==> config.mk <==
export PLATFORM = sky130hd
export DESIGN_NAME = rtc_ctrl
export DESIGN_NICKNAME = d
export VERILOG_FILES = /design/src/common/rtc_pkg.sv /design/src/logic/sync2.sv /design/src/logic/rtc_ctrl.sv
export VERILOG_INCLUDE_DIRS = /design/src /design/src/common
export SDC_FILE = /design/constraint.sdc
export NUM_CORES = 1
export LEC_CHECK = 0
export BUFFER_PORTS_ARGS = -buffer_cell sky130_fd_sc_hd__buf_2
export CORE_ASPECT_RATIO = 2
export CORE_MARGIN = 5
export CORE_UTILIZATION = 55
export CTS_CLUSTER_SIZE = 8
export DETAILED_ROUTE_END_ITERATION = 6
export PLACE_DENSITY = 0.71
export SKIP_CTS_REPAIR_TIMING = 1
export SLEW_MARGIN = 30
export SYNTH_ARGS = -nofsm -noshare
export SYNTH_HDL_FRONTEND = slang
export SYNTH_SLANG_ARGS = --single-unit
==> constraint.sdc <==
create_clock -name clk -period 8.4 [get_ports clk]
set_input_delay 0.84 -clock clk [delete_from_list [all_inputs] [get_ports clk]]
set_output_delay 0.84 -clock clk [all_outputs]
set_load 0.05 [all_outputs]
==> src/common/rtc_defines.svh <==
// Purpose: register map, field positions, keys and timing of the RTC control block
// Assumes: byte-wide registers reached over the two-wire serial bus
// Notes: definitions only
`ifndef RTC_DEFINES_SVH
`define RTC_DEFINES_SVH

// Register offsets
`define ADDR_YEAR 8'h06
`define ADDR_CAL 8'h07
`define ADDR_TSW 8'h08
`define ADDR_TCFG 8'h09
`define ADDR_KEY1 8'h20
`define ADDR_KEY2 8'h21
`define ADDR_SPECIAL 8'h22

// Reset values
`define RST_YEAR 8'h00
`define RST_CAL 8'h80
`define RST_TSW 8'h90
`define RST_TCFG 8'hAA
`define RST_SPECIAL 8'h00
`define READ_ZERO 8'h00

// Unlock keys and charger code
`define KEY1_VAL 8'h5E
`define KEY2_VAL 8'hC7
`define CHG_CODE 4'h5

// Field positions
`define BIT_OUT 7
`define BIT_TEST 6
`define BIT_SIGN 5
`define CAL_MSB 4
`define BIT_SWB 5
`define BIT_FET 6
`define CODE_MSB 3
`define BIT_RATE 0

// Timing
`define CLK_HZ 10000000
`define OSC_HZ 32768
`define OSC_DIV ((`CLK_HZ) / (`OSC_HZ))
`define TEST_HZ 512
`define HALF_512_TICKS ((`OSC_HZ) / (`TEST_HZ) / 2)
`define SLOW_WINDOW 491520
`define FAST_WINDOW 245760
`define TICKS_PER_SEC 32768

// Serial bus slave address, arbitrary default
`define DEV_ADDR 7'h51

`endif

==> src/common/rtc_pkg.sv <==
// Purpose: types for the RTC control block
// Assumes: constants come from rtc_defines.svh
// Notes: one packed struct holds all core state
package rtc_pkg;

   typedef enum logic [2:0] {ST_IDLE, ST_RX, ST_ACK, ST_TX, ST_TXACK, ST_TXLOAD} bus_state_t;

   typedef struct packed {
      bus_state_t st;
      logic [2:0] bitn;
      logic [7:0] shreg;
      logic [1:0] kind;
      logic rd;
      logic [7:0] ptr;
      logic sda_oe;
      logic scl_d;
      logic sda_d;
      logic [7:0] year;
      logic [7:0] cal;
      logic [7:0] tsw;
      logic [7:0] tcfg;
      logic [7:0] special;
      logic key1_ok;
      logic unlocked;
      logic [8:0] div;
      logic [4:0] c512;
      logic sq512;
      logic [18:0] win;
      logic [4:0] pend;
      logic [14:0] half;
      logic sq1;
      logic alert;
      logic charge;
      logic fet;
      logic leap;
   } core_state_t;

endpackage

==> src/logic/sync2.sv <==
// Purpose: two-stage synchroniser for asynchronous inputs
// Assumes: single clock, synchronous active-low reset
// Notes: first stage is read only by the second
`timescale 1ns/1ps
module sync2 #(
   parameter int W = 1
) (
   input wire logic clk,
   input wire logic rst_n,
   input wire logic [W-1:0] d,
   output logic [W-1:0] q
);
   typedef struct packed {
      logic [W-1:0] s1;
      logic [W-1:0] s2;
   } sync_state_t;

   sync_state_t s_reg;
   sync_state_t s_next;

   // Shift through both stages
   always_comb
   begin
      s_next.s1 = d;
      s_next.s2 = s_reg.s1;
   end

   // State register
   always_ff @(posedge clk)
   begin
      if (!rst_n)
         s_reg <= '0;
      else
         s_reg <= s_next;
   end

   assign q = s_reg.s2;
endmodule

==> src/logic/rtc_ctrl.sv <==
// Purpose: RTC alert/test output, calibration, trickle charger and unlock control
// Assumes: clk at 10 MHz; serial bus pins and backup flag arrive asynchronously
// Notes: oscillator ticks come from a divider of clk
// Summary of operation
// - Test off: alert pin follows output level
// - Output level 0 low, 1 high
// - Test on: square wave replaces level
// - Rate select: 0 gives 512 Hz, 1 gives 1 Hz
// - 512 Hz uncorrected; 1 Hz includes correction
// - Sign 0 slows, sign 1 speeds
// - Slowing drops N ticks per 491520
// - Speeding adds N ticks per 245760
// - Switch bit 0 open, 1 closed
// - Charge only while switch bit closed
// - FET bypass bit 0 off, 1 on
// - Charger active only for code 0x5
// - First key 0x5E, reads zero
// - Second key 0xC7, reads zero
// - Special register written only after both keys
// - Year divisible by four is leap
// - On backup: bus silent, counters run
`timescale 1ns/1ps
`include "rtc_defines.svh"
module rtc_ctrl import rtc_pkg::*; #(
   parameter int OSC_DIV = `OSC_DIV,
   parameter int SLOW_WINDOW = `SLOW_WINDOW,
   parameter int FAST_WINDOW = `FAST_WINDOW,
   parameter int TICKS_PER_SEC = `TICKS_PER_SEC,
   parameter logic [6:0] DEV_ADDR = `DEV_ADDR
) (
   input wire logic clk,
   input wire logic rst_n,
   input wire logic scl,
   input wire logic sda_in,
   output logic sda_out,
   output logic sda_oe,
   input wire logic on_backup,
   output logic alert,
   output logic charge_active,
   output logic charger_fet_on,
   output logic leap_year
);
   // Refuse settings the counters cannot hold
   if (OSC_DIV < 2 || OSC_DIV > 512 || SLOW_WINDOW > 524288 || FAST_WINDOW > 524288
       || SLOW_WINDOW < 64 || FAST_WINDOW < 64 || TICKS_PER_SEC > 32768 || TICKS_PER_SEC < 4)
   begin : g_bad_param
      $error("rtc_ctrl: parameter out of range");
   end

   localparam logic [8:0] DIV_LAST = 9'(OSC_DIV - 1);
   localparam logic [4:0] HALF_512_LAST = 5'(`HALF_512_TICKS - 1);
   localparam logic [18:0] SLOW_LAST = 19'(SLOW_WINDOW - 1);
   localparam logic [18:0] FAST_LAST = 19'(FAST_WINDOW - 1);
   localparam logic [15:0] HALF_SEC = 16'(TICKS_PER_SEC / 2);

   core_state_t s_reg;
   core_state_t s_next;
   logic [2:0] pins_sync;
   logic scl_s;
   logic sda_s;
   logic backup_s;
   logic osc_tick;
   logic [1:0] step;
   logic [15:0] half_sum;
   logic [7:0] rdata;
   logic [7:0] rx_byte;
   logic scl_rise;
   logic scl_fall;

   // Pins from outside pass two flops
   sync2 #(
      .W(3)
   ) u_sync (
      .clk(clk),
      .rst_n(rst_n),
      .d({scl, sda_in, on_backup}),
      .q(pins_sync)
   );

   assign scl_s = pins_sync[2];
   assign sda_s = pins_sync[1];
   assign backup_s = pins_sync[0];

   // Read data for the current pointer
   always_comb
   begin
      unique case (s_reg.ptr)
         `ADDR_YEAR: rdata = s_reg.year;
         `ADDR_CAL: rdata = s_reg.cal;
         `ADDR_TSW: rdata = s_reg.tsw;
         `ADDR_TCFG: rdata = s_reg.tcfg;
         `ADDR_SPECIAL: rdata = s_reg.special;
         default: rdata = `READ_ZERO; // Key registers read zero
      endcase
   end

   assign scl_rise = scl_s && !s_reg.scl_d;
   assign scl_fall = !scl_s && s_reg.scl_d;
   assign rx_byte = {s_reg.shreg[6:0], sda_s};
   assign osc_tick = (s_reg.div == DIV_LAST);

   // Next state of everything
   always_comb
   begin
      s_next = s_reg;
      step = 2'd0;
      half_sum = 16'd0;
      s_next.scl_d = scl_s;
      s_next.sda_d = sda_s;

      // Oscillator tick divider
      s_next.div = osc_tick ? 9'd0 : 9'(s_reg.div + 9'd1);

      // Raw 512 Hz square wave, no correction
      if (osc_tick)
      begin
         if (s_reg.c512 == HALF_512_LAST)
         begin
            s_next.c512 = 5'd0;
            s_next.sq512 = !s_reg.sq512;
         end
         else
            s_next.c512 = 5'(s_reg.c512 + 5'd1);
      end

      // Correction window, length set by sign
      if (osc_tick)
      begin
         // At or past the end, so a sign change never strands the count
         if (s_reg.win >= (s_reg.cal[`BIT_SIGN] ? FAST_LAST : SLOW_LAST))
         begin
            s_next.win = 19'd0;
            s_next.pend = s_reg.cal[`CAL_MSB:0];
         end
         else
            s_next.win = 19'(s_reg.win + 19'd1);
      end

      // Corrected tick weight: drop or double pending ticks
      if (osc_tick)
      begin
         if (s_reg.pend != 5'd0 && s_reg.win != 19'd0)
         begin
            s_next.pend = 5'(s_reg.pend - 5'd1);
            step = s_reg.cal[`BIT_SIGN] ? 2'd2 : 2'd0;
         end
         else
            step = 2'd1;
      end

      // Corrected 1 Hz square wave
      half_sum = 16'(s_reg.half) + 16'(step);
      if (half_sum >= HALF_SEC)
      begin
         s_next.half = 15'(half_sum - HALF_SEC);
         s_next.sq1 = !s_reg.sq1;
      end
      else
         s_next.half = 15'(half_sum);

      // Alert pin source
      if (s_reg.cal[`BIT_TEST])
         s_next.alert = s_reg.special[`BIT_RATE] ? s_reg.sq1 : s_reg.sq512;
      else
         s_next.alert = s_reg.cal[`BIT_OUT];

      // Trickle charger gating
      s_next.charge = s_reg.tsw[`BIT_SWB] && (s_reg.tcfg[`CODE_MSB:0] == `CHG_CODE);
      s_next.fet = s_reg.tcfg[`BIT_FET];

      // Leap year: tens odd adds two modulo four
      s_next.leap = (2'(s_reg.year[1:0] + {s_reg.year[4], 1'b0}) == 2'b00);

      // Serial bus slave
      if (backup_s)
      begin
         // Bus ignored on backup; counters above keep running
         s_next.st = ST_IDLE;
         s_next.sda_oe = 1'b0;
      end
      else if (scl_s && s_reg.scl_d && s_reg.sda_d && !sda_s)
      begin
         // Start or repeated start
         s_next.st = ST_RX;
         s_next.kind = 2'd0;
         s_next.bitn = 3'd0;
         s_next.sda_oe = 1'b0;
      end
      else if (scl_s && s_reg.scl_d && !s_reg.sda_d && sda_s)
      begin
         // Stop
         s_next.st = ST_IDLE;
         s_next.sda_oe = 1'b0;
      end
      else
      begin
         unique case (s_reg.st)
            ST_IDLE:
            begin
               s_next.sda_oe = 1'b0;
            end
            ST_RX:
            begin
               if (scl_rise)
               begin
                  s_next.shreg = rx_byte;
                  s_next.bitn = 3'(s_reg.bitn + 3'd1);
                  if (s_reg.bitn == 3'd7)
                  begin
                     s_next.st = ST_ACK;
                     if (s_reg.kind == 2'd0)
                     begin
                        s_next.rd = rx_byte[0];
                        if (rx_byte[7:1] != DEV_ADDR)
                           s_next.st = ST_IDLE;
                     end
                     else if (s_reg.kind == 2'd1)
                        s_next.ptr = rx_byte;
                     else
                     begin
                        s_next.ptr = 8'(s_reg.ptr + 8'd1);
                        s_next.key1_ok = 1'b0;
                        s_next.unlocked = 1'b0;
                        unique case (s_reg.ptr)
                           `ADDR_YEAR: s_next.year = rx_byte;
                           `ADDR_CAL: s_next.cal = rx_byte;
                           `ADDR_TSW: s_next.tsw = rx_byte;
                           `ADDR_TCFG: s_next.tcfg = rx_byte;
                           `ADDR_KEY1: s_next.key1_ok = (rx_byte == `KEY1_VAL);
                           `ADDR_KEY2:
                              s_next.unlocked = s_reg.key1_ok
                                 && (rx_byte == `KEY2_VAL);
                           `ADDR_SPECIAL:
                           begin
                              // One write per unlock
                              if (s_reg.unlocked)
                                 s_next.special = rx_byte;
                           end
                           default: s_next.key1_ok = 1'b0;
                        endcase
                     end
                  end
               end
            end
            ST_ACK:
            begin
               if (scl_fall)
               begin
                  if (!s_reg.sda_oe)
                     s_next.sda_oe = 1'b1;
                  else if (s_reg.rd && s_reg.kind == 2'd0)
                  begin
                     s_next.st = ST_TX;
                     s_next.shreg = rdata;
                     s_next.ptr = 8'(s_reg.ptr + 8'd1);
                     s_next.bitn = 3'd0;
                     s_next.sda_oe = !rdata[7];
                  end
                  else
                  begin
                     s_next.sda_oe = 1'b0;
                     s_next.st = ST_RX;
                     s_next.bitn = 3'd0;
                     s_next.kind = (s_reg.kind == 2'd0) ? 2'd1 : 2'd2;
                  end
               end
            end
            ST_TX:
            begin
               if (scl_rise)
               begin
                  s_next.bitn = 3'(s_reg.bitn + 3'd1);
                  if (s_reg.bitn == 3'd7)
                     s_next.st = ST_TXACK;
               end
               else if (scl_fall)
               begin
                  s_next.shreg = {s_reg.shreg[6:0], 1'b0};
                  s_next.sda_oe = !s_reg.shreg[6];
               end
            end
            ST_TXACK:
            begin
               if (scl_fall)
                  s_next.sda_oe = 1'b0;
               else if (scl_rise)
                  s_next.st = sda_s ? ST_IDLE : ST_TXLOAD;
            end
            ST_TXLOAD:
            begin
               if (scl_fall)
               begin
                  s_next.st = ST_TX;
                  s_next.shreg = rdata;
                  s_next.ptr = 8'(s_reg.ptr + 8'd1);
                  s_next.bitn = 3'd0;
                  s_next.sda_oe = !rdata[7];
               end
            end
            default:
            begin
               s_next.st = ST_IDLE;
               s_next.sda_oe = 1'b0;
            end
         endcase
      end
   end

   // State register with documented reset values
   always_ff @(posedge clk)
   begin
      if (!rst_n)
      begin
         s_reg <= '0;
         s_reg.st <= ST_IDLE;
         s_reg.year <= `RST_YEAR;
         s_reg.cal <= `RST_CAL;
         s_reg.tsw <= `RST_TSW;
         s_reg.tcfg <= `RST_TCFG;
         s_reg.special <= `RST_SPECIAL;
         s_reg.alert <= 1'b1;
      end
      else
         s_reg <= s_next;
   end

   // Outputs from flops; open-drain data only pulls low
   assign sda_out = 1'b0;
   assign sda_oe = s_reg.sda_oe;
   assign alert = s_reg.alert;
   assign charge_active = s_reg.charge;
   assign charger_fet_on = s_reg.fet;
   assign leap_year = s_reg.leap;
endmodule

# After elaboration in Yosys (flattened, before gate mapping)
# Index checks and enable logic that the tools add are counted.
# word_totals
wordCells,206
register_bits,135
# classes
bitwise_logic,8
eq_ne,51
reduce_logical,48
n_lt_le_gt_ge,2
n_addsub,9
muxes,58
# op_table
operator,count
2-to-1 mux 8 bit,7
one-hot mux 11 bit (4 select lines),1
one-hot mux 8 bit (5 select lines),1
2-to-1 mux 19 bit,2
2-to-1 mux 9 bit,4
"inequality test 4 bit, second input constant",9
AND reduction 9 bit,4
2-to-1 mux 16 bit,2
"inequality test 2 bit, second input constant",16
2-to-1 mux 5 bit,6
AND reduction 10 bit,3
2-to-1 mux 14 bit,2
"equality test 8 x 6 -> 1 bit, second input constant",3
one-hot mux 8 bit (3 select lines),1
2-to-1 mux 22 bit,1
AND reduction 11 bit,2
"adder 19 x 1 -> 19 bit, second input constant",1
>= comparator 19 bit,1
nonzero test 19 bit,1
2-to-1 mux 3 bit,6
"inequality test 3 bit, second input constant",6
one-hot mux 3 bit (6 select lines),1
adder 15 x 2 -> 16 bit,1
"equality test 8 x 3 -> 1 bit, second input constant",2
40 further kinds,93

# Longest topological paths before layout
# Gate-level depths: netlist (run 1).
# depth
word_depth,9
ltp_mapped,16
mapped_depth_nobuf,16

# Cells and area by module
# From an unflattened synthesis (run 1), not the netlist that was laid out.
# unflattened
hier_cells,791
hier_area_um2,6660.1
# modules_own_cells
mod,n_inst,area_each_um2,cells_per_inst
rtc_ctrl,1,6502.5,779
sync2,1,157.7,12

# Worst setup path after synthesis (run 1)
# No wires, ideal clock.
# synth_timing
path_type,register to register
startpoint,register s_reg[53] in the netlist's numbering
endpoint,register s_reg[4] in the netlist's numbering
stages_incl_launch_ff,12
path_slack_ns,5.453
path_buffers,0
required_ns,8.272
arrival_ns,2.819
cell_sequence,dfxtp_1 -> nor4b_2 -> nand4b_2 -> nor3_1 -> nand2_1 -> fa_1 -> nor2b_1 -> and2_1 -> nand4_1 -> mux2i_1 -> xor2_1 -> nor2_1
# synth_between
elab_chain_len,4
# synth_lines
element,line,text
"start, declared",rtc_ctrl.sv:56,core_state_t s_reg;
"start signal, assigned",rtc_ctrl.sv:324,s_reg <= s_next;
equality test 9 bit,rtc_ctrl.sv:100,assign osc_tick = (s_reg.div == DIV_LAST);
2-to-1 mux 2 bit,rtc_ctrl.sv:140,if (osc_tick)
adder 15 x 2 -> 16 bit,rtc_ctrl.sv:152,half_sum = 16'(s_reg.half) + 16'(step);
>= comparator 16 x 15 -> 1 bit,rtc_ctrl.sv:153,if (half_sum >= HALF_SEC)
# Every way passes these cells.
# A chain may end at the register's enable or synchronous reset.

# Final worst setup path (run 1)
# Ends and elaborated chain as after synthesis.

==> results list, run 1 <==
- Outcome: completed
* Max Freq: approximately 270 MHz
* Total cell area at the placement stage: about 6700 um^2
* Count of state elements after synthesis: between 100 and 150
* Final-layout worst hold slack: 447 ps
- Fraction of synthesis flops using an asynchronous set or reset pin: 0
* Count of final setup violators: 0
- Along the worst hold path, the cell count comes to 1.
- Measured slew at the worst slew-check pin: 820 ps
- Max-Cap Viols: 0
* Count of flip-flops with a built-in enable after synthesis: 0
- Placeable core region: roughly 12000 um^2
- Fraction of final layout cells with drive strength greater than 1: 0.0721
- Routed length per placed instance: roughly 17 um
* Syn_nets: 836
- For this run, the total global-route usage over all layers was measured as 0.232.
* Synthesis warning total: 0
- For this run, the leading register cell type out of synthesis is dfxtp_1.
- Clock-pin slew was measured on the worst setup and hold paths at roughly 60 ps.
* Routing usage on met1: 0.264
- Number of placed I/O pins: 11
* Number of search-and-repair iterations in the first detailed-routing pass: 5
- Share of the cycle needed by the critical path after routing: 0.443
- Total number of H-tree levels: 4
* Starting Density: 0.553
* Number of cells on the worst reg-to-reg path: 11
- Clock tree from TritonCTS: yes
- Post-detailed-placement half-perimeter wirelength: approximately 11000 um
* Chip width: just under 90 um
- The worst setup path is launched from a register.
* Mean instance size in the synthesized netlist: ~8.2 um^2
- Unrepaired setup endpoints after global routing: no
- Flip-flop count of the largest register, all copies and words added: between 100 and 150
* Vias in the first global route: 5608
- CTS saw 134 sinks.
* Die height: between 150 and 200 um
- In the final timing run, aggregate negative setup slack is 0 ps.
- Summing every instance area after synthesis gives 6660 um^2.
- The worst setup path is captured at a register.
* Worst-case clock buffer depth: 2
* Highest-utilization routing layer at the global route stage: met2
- Remaining global-route overflow: 0
- After detailed routing, the number of remaining DRC violations is 0.
- In this run the clock root is driven by a clkbuf_16.
- The die covers around 15000 um^2.
- Worst setup margin: ~4700 ps
- The first global-routing pass estimated ~27000 um of wire.
- Worst-skew pair later-pin latency: around 400 ps
* Mapped Cells: 811
- Start point of the worst min-delay path: u_sync.s_next[0]
- DRT iter0 DRCs: between 400 and 500
- For this run, the post-layout net count is a little over 800.
- Post-detailed-route count of antenna-violating nets: 0
- Critical path start-end classification: register to register
- Layout Cell Area excl Fill: around 7300 um^2
- Data arrives at the worst endpoint at between 4000 and 5000 ps.
* Number of inserted filler cells in the final layout: around 1100
* Period minus WS final: around 3700 ps
- Gp weighted congestion: 0.925
* Final Max Tran Viols: 0
- For met2 alone, demand over resource in global routing was 0.389.
- The worst register-to-register path ends at s_reg[4].
- The initial antenna violation count came to 0.
* Count of buffers from port buffering: 9
- For this design the ratio of total power to cell area is around 190 nW/um^2.
- Across the VDD grid, the largest voltage drop is around 0.17 mV.
- Headroom to the max-slew limit came out at 0.454.
- In the global route stage, met3 resource usage came out at 0.0477.
- For flop-to-flop paths, the worst setup slack is roughly 4700 ps.
- Prior to clock tree synthesis, the placed netlist has a worst setup slack of 4700 ps.
* Peak fanout along the critical path: 19
- Dividing the detail-routed via count by the number of cells gives approximately 6.1.
* Required time of the critical path: just under 9000 ps
- Distinct cell type count of the synthesized netlist: 72
* End of the worst hold path: u_sync.q[0]
* Reg2reg start: s_reg[53]
- Number of hold-slack violations in the final timing report: 0
- Relative to the synthesized area, the layout overhead comes to 9.35%.
- Share of synthesized area occupied by flip-flops and latches: 0.403
* Routed vias: between 5000 and 6000
* Diode count: 0
- Leakage power of the design: ~2.6 nW
- After detailed routing, the total wire length is between 15000 and 20000 um.
* Inserted Clock Buffers: 17
* Worst setup skew after layout: 8.77 ps
- At the end of the flow the core is filled with cells to 0.604.
* Worst hold-check path type: register to register
- After floorplanning, the core was divided into 57 placement rows.
- Maximum number of pins on one net before global-route repair: 58
==> layout by cell type, fill, tap and decap left out, types with 10 or more instances in the layout <==
cell	Yosys	routed
xnor2_1	10	10
clkbuf_16	0	17
and2_1	16	16
a21oi_1	49	49
a22oi_1	15	15
xor2_1	30	30
nor2_1	105	105
mux2i_1	25	25
ha_1	19	19
nor3_1	14	14
dfxtp_1	134	134
nand3_1	50	50
o21ai_0	41	41
nand2_1	84	84
nand4_1	18	18
a31oi_1	13	13
inv_1	21	21
==> Yosys cell counts (3+ instances only) <==
cell,count,area (um^2)
dfxtp_1,134,2680
nor2_1,105,394
nand2_1,84,315
nand3_1,50,250
a21oi_1,49,245
o21ai_0,41,205
clkbuf_1,35,131
xor2_1,30,263
mux2i_1,25,250
inv_1,21,78.8
ha_1,19,238
nand4_1,18,113
and2_1,16,100
a22oi_1,15,113
nor3_1,14,70.1
a31oi_1,13,81.3
xnor2_1,10,87.6
nand2b_1,9,56.3
nor2b_1,9,56.3
o211ai_1,8,60.1
buf_2,7,35.0
a211oi_1,6,45.0
and3_1,6,37.5
and4_1,6,52.6
nand4b_1,4,35.0
nor4_1,4,25.0
o22ai_1,4,25.0
o2bb2ai_1,4,35.0
or3_1,4,25.0
buf_4,3,22.5
nand3b_1,3,22.5
o21bai_1,3,22.5
o31ai_1,3,22.5
or4_1,3,22.5
==> report_power, final <==
group / leakage, nW / internal, mW / switching, mW / total, mW
clock: 0.294 / 0.474 / 0.275 / 0.749
sequential: 1.08 / 0.639 / 0.00427 / 0.643
combinational: 1.22 / 0.00520 / 0.0164 / 0.0216
total: 2.60 / 1.12 / 0.296 / 1.41
==> cells by family (layout without fill, tap and decap cells) <==
logic type      count (synthesis)  count (layout)  share of synthesized area
xor+xnor                       40              40                     0.0526
mux                            27              27                     0.0409
compound gates                163             163                      0.151
buf+inv                        71              64                     0.0443
fa+ha+maj                      20              20                     0.0387
other cells                     1               1                   0.000563
flops                         134             134                      0.403
simple gates                  355             355                      0.269
==> metrics by stage <==
step	instances	power [mW]
floorplan	811	0.672
global placement	919	0.677
detailed placement	919	0.678
CTS	951	1.43
global route	951	1.46
finish	951	1.41
==> worst max-delay path by stage <==
stage          cells past startpoint       from        to
2_1_floorplan                     11  s_reg[53]  s_reg[4]
6_report                          11  s_reg[53]  s_reg[4]
3_3_place_gp                      11  s_reg[53]  s_reg[4]
4_1_cts                           11  s_reg[53]  s_reg[4]
3_5_place_dp                      11  s_reg[53]  s_reg[4]
5_1_grt                           11  s_reg[53]  s_reg[4]
==> cell type report <==
cell class	instances	area [um^2]	area share
Multi-Input combinational cell	606	3680	0.506
Sequential cell	134	2680	0.368
Clock buffer	20	447	0.0613
Tap cell	147	184	0.0252
Clock inverter	12	153	0.0210
Inverter	22	82.6	0.0113
Timing Repair Buffer	10	52.6	0.00721
==> critical path: stages, from the launching register on <==
cell	delay [ps]
dfxtp_1	360
nor4b_2	390
nand4b_2	470
nor3_1	620
nand2_1	180
fa_1	430
nor2b_1	400
and2_1	220
nand4_1	120
mux2i_1	190
xor2_1	160
nor2_1	60
==> layer usage <==
| metal | vias up | wire [um] |
|---|---|---|
| met1 | 2730 | 6260 |
| li1 | 2814 | - |
| met3 | 60 | 575 |
| met4 | 0 | 798 |
| met5 | - | 0 |
| met2 | 161 | 8210 |
Note: power is estimated with default switching activity, not from simulation.
==> inputs of run 2 (changes only) <==
--- a/config.mk
+++ b/config.mk
@@ -6,13 +6,14 @@
 export SDC_FILE = /design/constraint.sdc
 export NUM_CORES = 1
 export LEC_CHECK = 0
+export ABC_AREA = 1
 export BUFFER_PORTS_ARGS = -buffer_cell sky130_fd_sc_hd__buf_2
 export CORE_ASPECT_RATIO = 2
 export CORE_MARGIN = 5
 export CORE_UTILIZATION = 55
 export CTS_CLUSTER_SIZE = 8
 export DETAILED_ROUTE_END_ITERATION = 6
-export PLACE_DENSITY = 0.71
+export PLACE_DENSITY = 0.74
 export SKIP_CTS_REPAIR_TIMING = 1
 export SLEW_MARGIN = 30
 export SYNTH_ARGS = -nofsm -noshare
==> constraint.sdc (replaced) <==
create_clock -name clk -period 3.24 [get_ports clk]
set_input_delay 0.324 -clock clk [delete_from_list [all_inputs] [get_ports clk]]
set_output_delay 0.324 -clock clk [all_outputs]
set_load 0.05 [all_outputs]
==> results list, run 2 <==
* Outcome: completed
* Distinct cell type count of the synthesized netlist: 35 (-51%)
- Setup repair after global routing left no endpoint under its margin.
* Die outline area: 15000 um^2 (+3.0%)
* Number of placed I/O pins: 11 (unchanged)
* Switching part of the total power: 0.198 (-0.0109)
* Count of buffers from port buffering: 9 (unchanged)
* Number of hold-slack violations in the final timing report: 0 (unchanged)
- The share of total power in the clock network is 0.569 (+0.039).
* Xor and xnor area share after synthesis: 0.0191 (-0.0335)
- The maximum operating frequency came to 356 MHz (+33%).
* Worst hold-check path type: primary input to register
- The setup violation total in the final timing report was 0 (unchanged).
- The antenna cell count was 0 (unchanged).
* Vias in the first global route: 6725 (+20%)
- The clock tree buffer depth came to 2 (unchanged).
- Maximum number of pins on one net before global-route repair: 90 (+55%)
- Summed over all instances, the cell type with the most area after synthesis is dfxtp_1.
- The DRC violation count after routing was 0 (unchanged).
* Post-synthesis share of cell area spent on and, or, nand and nor gates: 0.327 (+0.0583)
* Number of search-and-repair iterations in the first detailed-routing pass: 5 (unchanged)
- The relative contribution of sequential cells to total power came to 0.411 (-0.044).
* Synthesis warning total: 0 (unchanged)
* Critical path start-end classification: register to register
* Worst-skew pair later-pin latency: 420 ps (about the same)
* Logic pwr share: 0.020 (+0.005)
* Post-detailed-route count of antenna-violating nets: 0 (unchanged)
* Switching power of the nets: 0.801 mW (+170%)
- After synthesis, the cell types taking the most area are dfxtp_1, nand2_1, nor2_1, inv_1, a21oi_1.
* Critical path startpoint category: register
- CP Data Arrival Time: 3140 ps (-880 ps)
- Number of antenna violations at the first check in global routing: 0 (unchanged)
- The cell-internal power came to 3.24 mW (+190%).
- The time the final worst path needs with I/O delays and setup came to 2810 ps (-914 ps).
- Post-synthesis adder-cell area fraction: 0.0375 (-0.00124)
* Master cell of the clock root buffer: clkbuf_16
- VDD IR max: 0.351 mV (+100%)
- The reported leakage power is 3.36 nW (+30%).
- Post-detailed-placement half-perimeter wirelength: 13300 um (+22%)
- The transition time of the tightest slew-check pin is 854 ps (+34.3 ps).
- Detail-routed via count per cell: 5.47 (-9.8%)
- Worst max-slew margin expressed relative to the limit: 0.431 (-0.0229)
- Area fraction of the dominant cell type after synthesis: 0.390 (-0.0129)
- Portion of netlist area occupied by mux cells: 0 (-0.0409)
- Post-synth design cell area: 6880 um^2 (+3.3%)
- Gp weighted congestion: 1.01 (+9.4%)
* Max-Cap Viols: 0 (unchanged)
- Total routed wirelength: 18000 um (+14%)
- Routed length per placed instance: 14.8 um (-11%)
- Mapped Cells: 1043 (+29%)
- The aggregate global routing overflow was 0 (unchanged).
- Mean instance size in the synthesized netlist: 6.60 um^2 (-20%)
- Required time of the critical path: 3570 ps (-5130 ps)
* Peak fanout along the critical path: 8 (-11)
* Most frequent cells in the layout: nand2_1, nor2_1, inv_1
- The clock transition time at the flip-flop clock pins of the worst setup and hold paths came to 60 ps (about the same).
* Worst setup skew after layout: 10.9 ps (+2.15 ps)
* Starting Density: 0.564 (+0.0116)
- In the post-synthesis netlist, the cell with the most instances is nand2_1.
- TritonCTS built the clock tree.
- Count of state elements after synthesis: 134 (unchanged)
* Placeable core region: 12200 um^2 (+1.2%)
* Die height: 168 um (+1.5%)
- Cell types with the highest counts after synthesis: nand2_1, nor2_1, inv_1
- The global-route wire length before repair was 30200 um (+11%).
- After synthesis, the largest family of logic cells by area is simple AND/OR/NAND/NOR gates.
* Pwr per Cell Area: 518 nW/um^2 (+170%)
- The worst setup path is captured at a register.
- For this run, the leading register cell type out of synthesis is dfxtp_1.
* Number of inserted filler cells in the final layout: 1143 (+8.8%)
- Fraction of synthesis flops using an asynchronous set or reset pin: 0 (unchanged)
* Complex-gate fraction of the synthesized area: 0.136 (-0.0148)
- The fraction of layout cells with a size suffix above 1 is 0.0607 (-0.0114).
- Fin Setup TNS: 0 ps (unchanged)
- The combined area of the multi-input logic cells is 3590 um^2 (-2.6%).
* Number of nets in the layout: 1083 (+33%)
- Total number of H-tree levels: 4 (unchanged)
- The area growth from synthesis to layout is 13.3%.
- The total CTS buffers is 17 (unchanged).
* Flip-flop count of the largest register, all copies and words added: 115 (unchanged)
- DRT iter0 DRCs: 402 (-6.7%)
* Routed vias: 6663 (+16%)
- CTS sink count: 134 (unchanged)
- The net count of the mapped netlist was 1068 (+28%).
* Final Max Tran Viols: 0 (unchanged)
- The pre-CTS worst setup slack is 340 ps (-4360 ps).
- Worst setup margin: 434 ps (-4250 ps)
- The total number of placement rows was 57 (unchanged).
- The final clock period utilization by the worst path came to 0.866 (+0.423).
* Combined global-route utilization of all metal layers: 0.255 (+0.0229)
- Most common cell after layout, fill and taps aside: nand2_1
- The register area share after synthesis was 0.390 (-0.0129).
* Count of flip-flops with a built-in enable after synthesis: 0 (unchanged)
* Chip width: 89.1 um (+1.5%)
* FF+latch area: 2680 um^2 (unchanged)
- Final-layout worst hold slack: 81.7 ps (-366 ps)
[run 2: power by group through the flow]
stage          clock (mW)  combinational (mW)  sequential [mW]
6_report             2.30              0.0791             1.66
5_1_grt              2.40              0.0917             1.66
3_5_place_dp            0              0.0794             1.70
4_1_cts              2.32              0.0796             1.66
2_1_floorplan           0              0.0577             1.70
3_3_place_gp            0              0.0788             1.70
[run 2: cell type report]
| cell class | instances | share of cell area |
|---|---|---|
| Timing Repair Buffer | 20 | 0.0164 |
| Clock buffer | 20 | 0.0586 |
| Tap cell | 147 | 0.0236 |
| Clock inverter | 12 | 0.0318 |
| Inverter | 136 | 0.0655 |
| Sequential cell | 134 | 0.344 |
| Multi-Input combinational cell | 749 | 0.460 |
[run 2: through the flow]
stage / power (mW) / area [um^2] / utilization / std cells
2_1_floorplan: 1.76 / 6880 / - / 1043
3_3_place_gp: 1.78 / 7090 / 0.581 / 1186
3_5_place_dp: 1.78 / 7090 / 0.581 / 1186
4_1_cts: 4.06 / 7790 / 0.639 / 1218
5_1_grt: 4.15 / 7800 / 0.639 / 1218
6_report: 4.04 / 7800 / 0.639 / 1218
[run 2: layer usage]
metal	wire length [um]	global-route usage	up-vias	part of all wire
met5	0	0	-	0
met3	522	0.0421	70	0.029
met1	6500	0.245	3042	0.36
met4	1030	0.150	0	0.057
met2	9990	0.480	160	0.55
li1	-	-	3391	-
[run 2: cells by family after synthesis]
kind of cell,after synthesis
AOI/OAI and AO/OA,179
xor gates and xnor gates,15
adders and majority gates,20
buffers and inverters,160
DFF,134
other,1
and+or+nand+nor,534
[run 2: path summary, 6_finish.rpt]
check	endpoint	depth (start not counted)	slack (ps)	from
setup / recovery	s_reg[19]	18	430	s_reg[50]
hold / removal	u_sync.s_next[1]	3	80	sda_in
setup reg to reg	s_reg[19]	18	430	s_reg[50]
hold reg to reg	u_sync.q[0]	2	410	u_sync.s_next[0]
[run 2: critical path, cell delays in order, from the launching register on]
cell and delay [ps]:
dfxtp_1 320, inv_1 80, ha_1 180, nand2_1 60
inv_1 50, nand2_1 50, nor2_2 140, inv_1 140
a21oi_1 150, ha_1 190, inv_1 60, fa_1 370
inv_1 60, nand2_1 100, nor3_2 220, nand3_1 160
nor2_1 180, nand3_1 90, nor3_1 130
==> inputs of run 3 (changes only) <==
--- a/config.mk
+++ b/config.mk
@@ -6,14 +6,13 @@
 export SDC_FILE = /design/constraint.sdc
 export NUM_CORES = 1
 export LEC_CHECK = 0
-export ABC_AREA = 1
 export BUFFER_PORTS_ARGS = -buffer_cell sky130_fd_sc_hd__buf_2
 export CORE_ASPECT_RATIO = 2
 export CORE_MARGIN = 5
 export CORE_UTILIZATION = 55
 export CTS_CLUSTER_SIZE = 8
 export DETAILED_ROUTE_END_ITERATION = 6
-export PLACE_DENSITY = 0.74
+export PLACE_DENSITY = 0.8
 export SKIP_CTS_REPAIR_TIMING = 1
 export SLEW_MARGIN = 30
 export SYNTH_ARGS = -nofsm -noshare
==> results list, run 3 (synthesis results as in run 1) <==
- Inserted Clock Buffers: 17 (unchanged)
* Total number of H-tree levels: 4 (unchanged)
- Area growth from synthesis to layout: 10.7%
- Setup repair after global routing left no endpoint under its margin.
- The setup TNS came to 0 ps (unchanged).
- Place WS: 210 ps (-130 ps)
- The number of fill cells is 1015 (-11%).
- The net count of the finished layout came to 827 (-24%).
- Combined global-route utilization of all metal layers: 0.220 (-0.0346)
- The max-slew violation count is 0 (unchanged).
- The most critical setup path has its startpoint at s_reg[25].
- Wire length of the first global-routing pass: 25700 um (-15%)
- Number of antenna violations at the first check in global routing: 0 (unchanged)
- Worst hold-check path type: primary input to register
- Fraction of final layout cells with drive strength greater than 1: 0.0849 (+0.0242)
- Post-detailed-placement half-perimeter wirelength: 10500 um (-21%)
* Peak fanout along the critical path: 7 (-1)
- The final weighted congestion in routability-driven placement was 0.895 (-12%).
* Outcome: completed
* Clock tree from TritonCTS: yes
- Fin cells: 960 (-21%)
- The power density of the placed cells is 500 nW/um^2 (-3.5%).
- The pin count of the biggest net entering global routing is 52 (-42%).
- Placeable core region: 12100 um^2 (-1.2%)
- Worst max-slew margin expressed relative to the limit: 0.552 (+0.122)
- The library cell used most frequently in the layout, excluding fill and tap cells, is dfxtp_1.
- Period minus WS final: 3040 ps (+236 ps)
- Max Freq: 329 MHz (-7.8%)
* Leakage power of the design: 2.66 nW (-21%)
- Routed vias: 5774 (-13%)
* Worst setup margin: 198 ps (-236 ps)
- Required time of the critical path: 3540 ps (-30 ps)
- The number of global-route vias before repair is 5494 (-18%).
* DRT iter0 DRCs: 331 (-18%)
* Worst setup skew after layout: 8.72 ps (-2.20 ps)
- The detail-routed via count per cell is 6.01 (+9.9%).
* CP Data Arrival Time: 3340 ps (+200 ps)
- CTS sink count: 134 (unchanged)
- Routed length per placed instance: 16.2 um (+9.6%)
- The startpoint identified for the worst register-to-register timing path is s_reg[25].
* Max-Cap Viols: 0 (unchanged)
* Chip width: 87.8 um (-1.4%)
* Die outline area: 14500 um^2 (-2.9%)
* Cell Count Post-Placement: 930 (-22%)
- Number of search-and-repair iterations in the first detailed-routing pass: 5 (unchanged)
* Measured slew at the worst slew-check pin: 672 ps (-182 ps)
- Count of final setup violators: 0 (unchanged)
- The clock tree buffer depth was 2 (unchanged).
- Post-detailed-route count of antenna-violating nets: 0 (unchanged)
* Critical path start-end classification: register to register
- Count of buffers from port buffering: 9 (unchanged)
- Total routed wirelength: 15600 um (-14%)
* Remaining global-route overflow: 0 (unchanged)
- Clock input transition at the sequential cells of the worst setup and hold paths: 60 ps (about the same)
- Endpoint class of the critical path: register
* DRC violation count after routing: 0 (unchanged)
- Most frequent cells in the layout: dfxtp_1, nor2_1, nand2_1
- Start point of the worst min-delay path: scl
- The die height was 166 um (-1.5%).
- The final hold violation count is 0 (unchanged).
* Diode count: 0 (unchanged)
* Starting Density: 0.553 (-0.0116)
* Std cell rows: 57 (unchanged)
- VDD IR max: 0.396 mV (+13%)
* Flip-flop count of the largest register, all copies and words added: 115 (unchanged)
- Number of placed I/O pins: 11 (unchanged)
- Critical path startpoint category: register
* Worst-skew pair later-pin latency: 420 ps (about the same)
- Master cell of the clock root buffer: clkbuf_16
- Share of the cycle needed by the critical path after routing: 0.939 (+0.0729)
## run 3: worst max-delay path, stage by stage, from the launching register on
cell and delay [ps]:
dfxtp_1 370, inv_1 80, ha_1 130, nor4b_1 240, nand4_1 220, nor2_4 220, nor2_1 80, nor2_1 100
ha_1 180, inv_1 60, fa_1 370, nor2b_1 150, and2_1 170, nand4_1 130, mux2i_1 200, xor2_1 170
nor2_1 50
## run 3: power breakdown
part | total, mW | internal (mW) | leakage (nW) | switching, mW
registers | 1.66 | 1.66 | 1.08 | 0.00775
logic | 0.0592 | 0.0146 | 1.28 | 0.0446
clock network | 1.97 | 1.24 | 0.295 | 0.722
## run 3: stage by stage
step	cell area [um^2]	util	hold slack, ps	power [mW]
CTS	7370	0.612	102	3.71
global route	7380	0.612	117	3.80
detailed placement	6770	0.562	419	1.76
global placement	6770	0.562	414	1.76
floorplan	6660	-	412	1.74
finish	7380	0.612	110	3.69
## run 3: per-layer routing
| layer | global-route usage | vias to the layer above | wire (um) |
|---|---|---|---|
| met3 | 0.0393 | 56 | 627 |
| met2 | 0.375 | 178 | 8090 |
| met5 | 0 | - | 0 |
| met1 | 0.240 | 2711 | 6090 |
| li1 | - | 2829 | - |
| met4 | 0.149 | 0 | 769 |
## run 3: worst paths after layout
check                      to  slack [ps]  depth (start not counted)
max reg2reg          s_reg[4]         200                         16
max                  s_reg[4]         200                         16
min          u_sync.s_next[2]         110                          2
min reg2reg       u_sync.q[2]         430                          1
## run 3: layout make-up
cell class,count,area [um^2],share of cell area
tap,147,184,0.0249
sequential,134,2680,0.364
clock buffer,19,453,0.0614
timing repair buffer,21,135,0.0183
clock inverter,11,151,0.0205
multi-input combinational,606,3690,0.500
inverter,22,82.6,0.0112
